### src/mcu_control_pkg.sv
// Constants and types of the MCU control register with timed writes.
// Assumes one system clock; the core presents each register access as a
// one-cycle request in the same clock domain.
//
// Behaviour
// RL1: Debug port enabled only when disable bit is zero and fuse programmed.
// RL2: Debug disable changes only when one value is written twice in four.
// RL3: Sleep-off sets only by both bits one, then sleep-off alone within four.
// RL4: Sleep-off active three cycles after set, cleared three cycles later.
// RL5: Brown-out detector off only if sleep executes while sleep-off active.
// RL6: Global pull-up off forces every port pull-up off.
// RL7: Vector select zero puts vectors at flash start, one at boot section.
// RL8: Vector select changes only by a select write within four of unlock.
// RL9: Interrupts masked from unlock until next instruction, or four cycles.
// RL10: Automatic masking leaves the processor global interrupt flag untouched.
// RL11: Vector unlock clears four cycles after setting or at the select write.
// RL12: Boot lock bits block interrupts from the section not holding vectors.
// RL13: Register answers at data offset 0x55 and I/O offset 0x35.
// RL14: Extended I/O space from 0x60 only reachable by data-space accesses.
// RL15: Software leaves the debug port disable alone while debugging.
// RL16: Relocated vector address is table address plus boot section start.
// RL17: Reset from zero or boot reset address; vectors start 0x0002 above it.
// RL18: Bits 3 and 2 read zero; all implemented bits reset to zero.

package mcu_control_pkg;

    // ------------------------------------------------------------
    // Register map
    // ------------------------------------------------------------
    localparam logic [15:0] DATA_OFFS = 16'h0055;
    localparam logic [15:0] IO_SHIFT = 16'h0020;
    localparam logic [15:0] IO_OFFS = DATA_OFFS - IO_SHIFT;
    localparam logic [15:0] EXT_IO_START = 16'h0060;
    localparam logic [7:0] MCU_RESET = 8'h00;

    // ------------------------------------------------------------
    // Field positions
    // ------------------------------------------------------------
    localparam int BIT_DBG_OFF = 7;
    localparam int BIT_SLEEP_OFF = 6;
    localparam int BIT_SLEEP_KEY = 5;
    localparam int BIT_PULL_OFF = 4;
    localparam int BIT_VEC_SEL = 1;
    localparam int BIT_VEC_KEY = 0;

    // ------------------------------------------------------------
    // Timing in clock cycles
    // ------------------------------------------------------------
    localparam logic [2:0] WIN_CYC = 3'h4;
    localparam logic [2:0] SLEEP_OFF_DELAY = 3'h3;
    localparam logic [2:0] SLEEP_OFF_HOLD = 3'h3;
    localparam logic [2:0] SLEEP_OFF_TOTAL = SLEEP_OFF_DELAY + SLEEP_OFF_HOLD;

    // ------------------------------------------------------------
    // Flash word addresses
    // ------------------------------------------------------------
    localparam logic [15:0] RESET_APP = 16'h0000;
    localparam logic [15:0] VEC_FIRST = 16'h0002;
    localparam logic [15:0] BOOT_START [4] = '{
        16'h1f00, 16'h1e00, 16'h1c00, 16'h1800
    };

    // ------------------------------------------------------------
    // Types
    // ------------------------------------------------------------
    typedef struct packed {
        logic rd;
        logic wr;
        logic io;
        logic [15:0] addr;
        logic [7:0] wdata;
    } reg_req_t;

    typedef struct packed {
        logic debug_port_fuse;
        logic [1:0] boot_size_fuses;
        logic boot_reset_fuse;
        logic app_side_boot_lock;
        logic boot_side_boot_lock;
    } fuse_t;

    typedef enum logic [1:0] {
        IV_IDLE,
        IV_OPEN,
        IV_HOLD
    } iv_state_t;

endpackage : mcu_control_pkg

### src/mcu_control.sv
// MCU control register: debug port, brown-out sleep, pull-ups, vectors.
// Assumes requests, fuses and core strobes are synchronous to clk_in and
// that fuse inputs are high when the fuse or lock bit is programmed.

`timescale 1ns/1ps

module mcu_control
    import mcu_control_pkg::*;
(
    input wire logic clk_in,
    input wire logic rstn_in,
    input wire logic ce_in,
    input wire reg_req_t req_in,
    input wire fuse_t fuse_in,
    input wire logic exec_boot_in,
    input wire logic instr_done_in,
    input wire logic sleep_in,
    input wire logic sleep_exit_in,
    input wire logic [4:0] vector_num_in,
    input wire logic [7:0] pin_direction_bit_in,
    input wire logic [7:0] pin_output_bit_in,
    output logic [7:0] rd_data_out,
    output logic rd_valid_out,
    output logic debug_port_enable_out,
    output logic brownout_off_out,
    output logic irq_block_out,
    output logic [15:0] vector_addr_out,
    output logic [15:0] reset_addr_out,
    output logic [7:0] pullup_en_out
);

    // ------------------------------------------------------------
    // Address decode
    // ------------------------------------------------------------
    logic hit;
    logic wr_hit;
    logic rd_hit;
    logic [7:0] wd;

    // I/O space only covers offsets below the extended area
    assign hit = req_in.io
        ? (req_in.addr == IO_OFFS) // RL13
        : (req_in.addr == DATA_OFFS) && (DATA_OFFS < EXT_IO_START); // RL13
    assign wr_hit = hit && req_in.wr;
    assign rd_hit = hit && req_in.rd;
    assign wd = req_in.wdata;

    // ------------------------------------------------------------
    // Debug port disable
    // ------------------------------------------------------------
    logic debug_port_disable;
    logic dbg_pend;
    logic [2:0] dbg_timer;

    // A write outside the window arms its value instead of landing
    always_ff @(posedge clk_in) begin
        if (!rstn_in) begin
            debug_port_disable <= 1'b0;
            dbg_pend <= 1'b0;
            dbg_timer <= 3'h0;
        end else if (ce_in) begin
            if (wr_hit) begin
                if (dbg_timer != 3'h0 && wd[BIT_DBG_OFF] == dbg_pend) begin
                    debug_port_disable <= dbg_pend; // RL2
                    dbg_timer <= 3'h0;
                end else begin
                    dbg_pend <= wd[BIT_DBG_OFF];
                    dbg_timer <= WIN_CYC; // RL2
                end
            end else if (dbg_timer != 3'h0) begin
                dbg_timer <= dbg_timer - 3'h1;
            end
        end
    end

    always_ff @(posedge clk_in) begin
        if (!rstn_in) begin
            debug_port_enable_out <= 1'b0;
        end else if (ce_in) begin
            debug_port_enable_out <=
                !debug_port_disable && fuse_in.debug_port_fuse; // RL1
        end
    end

    // ------------------------------------------------------------
    // Brown-out sleep-off sequence
    // ------------------------------------------------------------
    logic brownout_sleep_unlock;
    logic [2:0] unlock_timer;
    logic [2:0] sleep_off_cnt;
    logic brownout_sleep_off;
    logic sleep_off_live;

    // Counter runs the delay, then the hold; only the hold lets sleep act
    assign brownout_sleep_off = (sleep_off_cnt != 3'h0);
    assign sleep_off_live = brownout_sleep_off
        && (sleep_off_cnt <= SLEEP_OFF_HOLD);

    always_ff @(posedge clk_in) begin
        if (!rstn_in) begin
            brownout_sleep_unlock <= 1'b0;
            unlock_timer <= 3'h0;
        end else if (ce_in) begin
            if (wr_hit) begin
                if (wd[BIT_SLEEP_OFF] && wd[BIT_SLEEP_KEY]) begin
                    brownout_sleep_unlock <= 1'b1; // RL3
                    unlock_timer <= WIN_CYC;
                end else begin
                    brownout_sleep_unlock <= 1'b0;
                    unlock_timer <= 3'h0;
                end
            end else if (unlock_timer == 3'h1) begin
                brownout_sleep_unlock <= 1'b0; // RL3
                unlock_timer <= 3'h0;
            end else if (unlock_timer != 3'h0) begin
                unlock_timer <= unlock_timer - 3'h1;
            end
        end
    end

    always_ff @(posedge clk_in) begin
        if (!rstn_in) begin
            sleep_off_cnt <= 3'h0;
        end else if (ce_in) begin
            if (wr_hit && brownout_sleep_unlock && wd[BIT_SLEEP_OFF]
                    && !wd[BIT_SLEEP_KEY]) begin
                sleep_off_cnt <= SLEEP_OFF_TOTAL; // RL3
            end else if (sleep_off_cnt != 3'h0) begin
                sleep_off_cnt <= sleep_off_cnt - 3'h1; // RL4
            end
        end
    end

    always_ff @(posedge clk_in) begin
        if (!rstn_in) begin
            brownout_off_out <= 1'b0;
        end else if (ce_in) begin
            if (sleep_in && sleep_off_live) begin
                brownout_off_out <= 1'b1; // RL5
            end else if (sleep_exit_in) begin
                brownout_off_out <= 1'b0;
            end
        end
    end

    // ------------------------------------------------------------
    // Pull-up disable and per-pin pull-ups
    // ------------------------------------------------------------
    logic pullup_global_off;

    always_ff @(posedge clk_in) begin
        if (!rstn_in) begin
            pullup_global_off <= 1'b0;
        end else if (ce_in && wr_hit) begin
            pullup_global_off <= wd[BIT_PULL_OFF];
        end
    end

    genvar gi;
    generate
        for (gi = 0; gi < 8; gi++) begin : g_pull
            always_ff @(posedge clk_in) begin
                if (!rstn_in) begin
                    pullup_en_out[gi] <= 1'b0;
                end else if (ce_in) begin
                    pullup_en_out[gi] <= !pin_direction_bit_in[gi]
                        && pin_output_bit_in[gi]
                        && !pullup_global_off; // RL6
                end
            end
        end
    endgenerate

    // ------------------------------------------------------------
    // Vector table select sequence
    // ------------------------------------------------------------
    iv_state_t iv_state;
    logic [2:0] iv_timer;
    logic vector_table_select;
    logic vector_change_unlock;
    logic lock_block;
    logic unlock_now;

    assign vector_change_unlock = (iv_state == IV_OPEN);

    always_ff @(posedge clk_in) begin
        if (!rstn_in) begin
            iv_state <= IV_IDLE;
            iv_timer <= 3'h0;
            vector_table_select <= 1'b0;
        end else if (ce_in) begin
            case (iv_state)
                IV_IDLE: begin
                    if (wr_hit && wd[BIT_VEC_KEY]) begin
                        iv_state <= IV_OPEN;
                        iv_timer <= WIN_CYC;
                    end
                end
                IV_OPEN: begin
                    if (wr_hit && wd[BIT_VEC_KEY]) begin
                        iv_timer <= WIN_CYC;
                    end else if (wr_hit) begin
                        vector_table_select <= wd[BIT_VEC_SEL]; // RL8
                        iv_state <= IV_HOLD; // RL11
                        iv_timer <= 3'h0;
                    end else if (iv_timer == 3'h1) begin
                        iv_state <= IV_IDLE; // RL11
                        iv_timer <= 3'h0;
                    end else begin
                        iv_timer <= iv_timer - 3'h1;
                    end
                end
                IV_HOLD: begin
                    if (instr_done_in) begin
                        iv_state <= IV_IDLE; // RL9
                    end
                end
                default: begin
                    iv_state <= IV_IDLE;
                    iv_timer <= 3'h0;
                end
            endcase
        end
    end

    // ------------------------------------------------------------
    // Interrupt blocking, separate from the core flag register
    // ------------------------------------------------------------
    assign lock_block =
        (vector_table_select && fuse_in.app_side_boot_lock
            && !exec_boot_in) // RL12
        || (!vector_table_select && fuse_in.boot_side_boot_lock
            && exec_boot_in); // RL12

    // Unlock write blocks in its own cycle, before the state moves
    assign unlock_now = ce_in && wr_hit && (iv_state == IV_IDLE)
        && wd[BIT_VEC_KEY]; // RL9

    // Separate gate; the core's own enable flag is never written
    assign irq_block_out = (iv_state != IV_IDLE) // RL9 RL10
        || unlock_now // RL9
        || lock_block;

    // ------------------------------------------------------------
    // Vector and reset addresses
    // ------------------------------------------------------------
    logic [15:0] next_vector_addr;
    logic [15:0] next_reset_addr;
    logic [15:0] boot_base;
    logic [15:0] vec_offs;

    assign boot_base = BOOT_START[fuse_in.boot_size_fuses];
    assign vec_offs = {10'h000, vector_num_in, 1'b0};

    always_comb begin
        next_reset_addr = RESET_APP;
        if (fuse_in.boot_reset_fuse) begin
            next_reset_addr = boot_base; // RL17
        end
        next_vector_addr = vec_offs; // RL7
        if (vector_table_select) begin
            next_vector_addr = boot_base + vec_offs; // RL7 RL16
        end
    end

    always_ff @(posedge clk_in) begin
        if (!rstn_in) begin
            vector_addr_out <= RESET_APP;
            reset_addr_out <= RESET_APP;
        end else if (ce_in) begin
            vector_addr_out <= next_vector_addr;
            reset_addr_out <= next_reset_addr;
        end
    end

    // ------------------------------------------------------------
    // Read port
    // ------------------------------------------------------------
    logic [7:0] rd_word;

    always_comb begin
        rd_word = MCU_RESET; // RL18
        rd_word[BIT_DBG_OFF] = debug_port_disable;
        rd_word[BIT_SLEEP_OFF] = brownout_sleep_off;
        rd_word[BIT_SLEEP_KEY] = brownout_sleep_unlock;
        rd_word[BIT_PULL_OFF] = pullup_global_off;
        rd_word[BIT_VEC_SEL] = vector_table_select;
        rd_word[BIT_VEC_KEY] = vector_change_unlock;
    end

    always_ff @(posedge clk_in) begin
        if (!rstn_in) begin
            rd_data_out <= MCU_RESET;
            rd_valid_out <= 1'b0;
        end else if (ce_in) begin
            rd_valid_out <= rd_hit;
            if (rd_hit) begin
                rd_data_out <= rd_word;
            end
        end
    end

endmodule : mcu_control

### config.mk
export PLATFORM = sky130hd
export DESIGN_NAME = mcu_control
export DESIGN_NICKNAME = d
export VERILOG_FILES = /design/src/mcu_control_pkg.sv /design/src/mcu_control.sv
export SDC_FILE = /design/constraint.sdc
export NUM_CORES = 1
export LEC_CHECK = 0
export BUFFER_PORTS_ARGS = -buffer_cell sky130_fd_sc_hd__buf_2
export CORE_ASPECT_RATIO = 0.75
export CORE_MARGIN = 2
export CORE_UTILIZATION = 45
export DETAILED_ROUTE_END_ITERATION = 7
export GPL_ROUTABILITY_DRIVEN = 0
export PLACE_DENSITY_LB_ADDON = 0.1
export SLEW_MARGIN = 20
export SYNTH_ARGS = -nofsm -noshare
export SYNTH_HDL_FRONTEND = slang
export SYNTH_SLANG_ARGS = --single-unit
### constraint.sdc
create_clock -name clk_in -period 2.05 [get_ports clk_in]
set_clock_uncertainty 0.15 [all_clocks]
set_input_delay 0.205 -clock clk_in [delete_from_list [all_inputs] [get_ports clk_in]]
set_output_delay 0.205 -clock clk_in [all_outputs]
set_load 0.02 [all_outputs]
==> flow_summary.yaml <==
placed_design:
  port_buffers: 91
  post-dp-hpwl_um: 4516
global_routing:
  grt_pass1_wl_um: 9570
  grt_pass1_vias: 2037
  antenna_found_initial: 0
  grt_max_degree: 20
  grt_overflow: 0
  grt.total_usage: 0.1929
setup_path:
  crit_chain: "buf_2 -> or4_4 -> nor2_8 -> nand4_4 -> o21ai_0 -> buf_2"
  worstPathArrival_ps: 1510
  path_delay_family: "simple AND/OR/NAND/NOR gates"
  max_stage_delay_ps: 560
  crit_buf_inv: 2
  r2r_end: "unlock_timer[1]"
  cp_common_cell: "buf_2"
  cp.required_ps: 1690
  reg2reg_from: "unlock_timer[0]"
  worst-setup-path-type: "input pin to output port"
  cp.depth: 6
  crit_fanout: 6
  r2r_slack_ps: 390
  cp-start-kind: "input pin"
  cp_slowest_cell: "or4_4"
  end_kind: "output port"
  reg2reg_depth: 4
yosys:
  synthArstFlopShare: 0
  yosys-top-cells-area: "dfxtp_1 (39%), mux2i_1 (6.7%), buf_4 (6.2%)"
  seq_area_frac_synth: 0.3881
  synth_cells: 298
  synthesis.area_um2: 2527
  yosysUniqueCellTypes: 51
  yosysTopAreaCellShare: 0.3881
  syn_area_per_cell_um2: 8.481
  synth-seq-cells: 49
  yosysTopAreaCell: "dfxtp_1"
  synth_edf_count: 0
  yosysWarnings: 0
  ys.flop_type: "dfxtp_1"
power_and_ir_drop:
  power_density_nw_per_um2: 724.0
  p_comb_frac: 0.232
  p_seq_frac: 0.454
  totalPowerFinal_mw: 2.328
  leakagePower_nw: 1.566
  p_switching_uw: 686.2
  peakVddDrop_v: 0.0004355
  power_frac_clock: 0.314
  switching_share: 0.2948
  intPower_mw: 1.642
floorplanning:
  io_pins: 113
  die-area_um2: 6238
  core_area_um2: 5381
  die_width_um: 90.54
  row_count: 23
  start_util: 0.4697
  die_h_um: 68.91
min_path:
  min_from: "vector_num_in[1]"
  hold_end: "vector_addr_out[2]"
  holdPathStages: 3
  hp-class: "input pin to flip-flop"
timing:
  hold_viol_final: 0
  worst_slew_pin_slew_ps: 516.9
  min_period_ps: 1866
  slew_headroom: 0.6533
  grt_setup_unrepaired: "false"
  setup_viol: 0
  slew_viol_final: 0
  period_share: 0.9104
  fmax_mhz: 535.8
  fin_tns_setup_ps: 0
final_layout:
  antenna_cells: 0
  nets: 471
  area_growth_pct: 27.23
  drive_gt1_frac: 0.3067
clocking:
  cts_tree: "built"
  cts.sinks: 49
  clock_path_buffers: 2
  clk_pin_slew_worst_paths_ps: 90
  clock-root-buffer: "clkbuf_8"
  cts-buffers-inserted: 5
  htreeDepth: 2
  post_cts_buffers: 0
  post_cts_resize_count: 0
  clk_latency_ps: 300
route:
  drc_errors: 0
  final_antenna_net_count: 0
  dr_total_vias: 2365
  avgRoutedWirePerCell_um: 12.55
  wirelength_um: 5975
  drt_iter0_drc: 98
  firstDrtPassIters: 4
  vias_per_cell: 4.968
job:
  cap_violations: 0
outcome:
  status: "finished, final reports clean"
metrics by stage:
stage | util | std cells | worst slack [ps] | instance area (um2) | hold WS [ps]
after floorplan | - | 316 | 121.2 | 2595 | 198.9
after global placement | 0.5659 | 463 | 21.25 | 3045 | 292.0
after detailed placement | 0.5659 | 463 | 7.866 | 3045 | 302.1
after CTS | 0.5975 | 476 | 165.8 | 3216 | 0.7827
after global routing | 0.5975 | 476 | 120.9 | 3216 | 8.368
final | 0.5975 | 476 | 183.8 | 3216 | 1.867
power by group through the flow:
stage | Sequential (mW) | Clock (mW) | Combinational, mW
finish | 1.06 | 0.731 | 0.540
detailed placement | 1.08 | 0 | 0.532
global placement | 1.08 | 0 | 0.516
floorplan | 1.09 | 0 | 0.383
global route | 1.07 | 0.786 | 0.619
CTS | 1.06 | 0.740 | 0.544
worst register-to-register path, stage by stage, from the launching register on:
cell and delay [ps]:
dfxtp_1 410, inv_1 90, ha_1 310, or4_1 500, a31oi_1 130
synthesized netlist by cell type (2+ instances only):
cell and count:
or4_1 2, a31oi_1 3, nor2b_1 2, nor3b_1 10, nand2b_1 5, nand3_1 7, nor3_1 6, nand4b_1 3
nand2_1 26, dfxtp_1 49, a21oi_1 31, and3_2 2, o31ai_1 2, a22oi_1 2, clkbuf_1 10, nor2_1 38
and3_1 2, nand3b_1 2, ha_1 10, buf_4 21, mux2i_1 17, o21ai_0 7, inv_1 12, or3_2 2
how the worst max path moves through the flow:
stage	start	end
floorplan	req_in[21]	irq_block_out
global placement	req_in[21]	vector_table_select
detailed placement	req_in[21]	vector_table_select
CTS	req_in[21]	irq_block_out
global route	req_in[21]	irq_block_out
finish	req_in[21]	irq_block_out
cells by family after synthesis:
logic type / share of synthesized area
AND/OR/NAND/NOR: 0.2485
AO/OA/AOI/OAI: 0.1381
flip-flops: 0.3881
buffers and inverters: 0.1000
multiplexers: 0.06733
adder cells (fa/ha/maj): 0.04950
XOR/XNOR: 0.006932
other: 0.001484
layer usage:
layer  vias to the layer above  GRT usage  part of all wire
li1                       1197          -                 -
met1                      1088     0.2671              0.48
met2                        74     0.3153              0.45
met3                         6    0.04130             0.059
met4                         0    0.03846            0.0065
met5                         -          0                 0
state kept, by name (all words and copies together) (netlist names), 2 cells and up:
name,cells
pullup_en_out,8
rd_data_out,6
iv_state,2
iv_timer,3
reset_addr_out,4
unlock_timer,3
sleep_off_cnt,3
dbg_timer,3
vector_addr_out,9
area by class of cell:
type | count | area (um2)
timing repair buffer | 110 | 610.6
clock buffer | 6 | 82.58
inverter | 13 | 48.80
fill | 545 | 2166
multi-input combinational | 221 | 1361
sequential | 49 | 980.9
tap | 75 | 93.84
clock inverter | 2 | 37.54
cells in the final DEF, fill, tap and decap left out, types with 10 or more instances in the layout:
cell type / instances
buf_2: 91
dfxtp_1: 49
nor2_1: 38
a21oi_1: 31
nand2_1: 26
conb_1: 19
mux2i_1: 17
buf_4: 14
inv_1: 12
nor3b_1: 10
ha_1: 10
timing repair:
item                       CTS  global route
setup endpoints to repair    0             0
hold endpoints to repair     5             0
hold buffers                 5             0
Note: power is estimated with default switching activity, not from simulation.
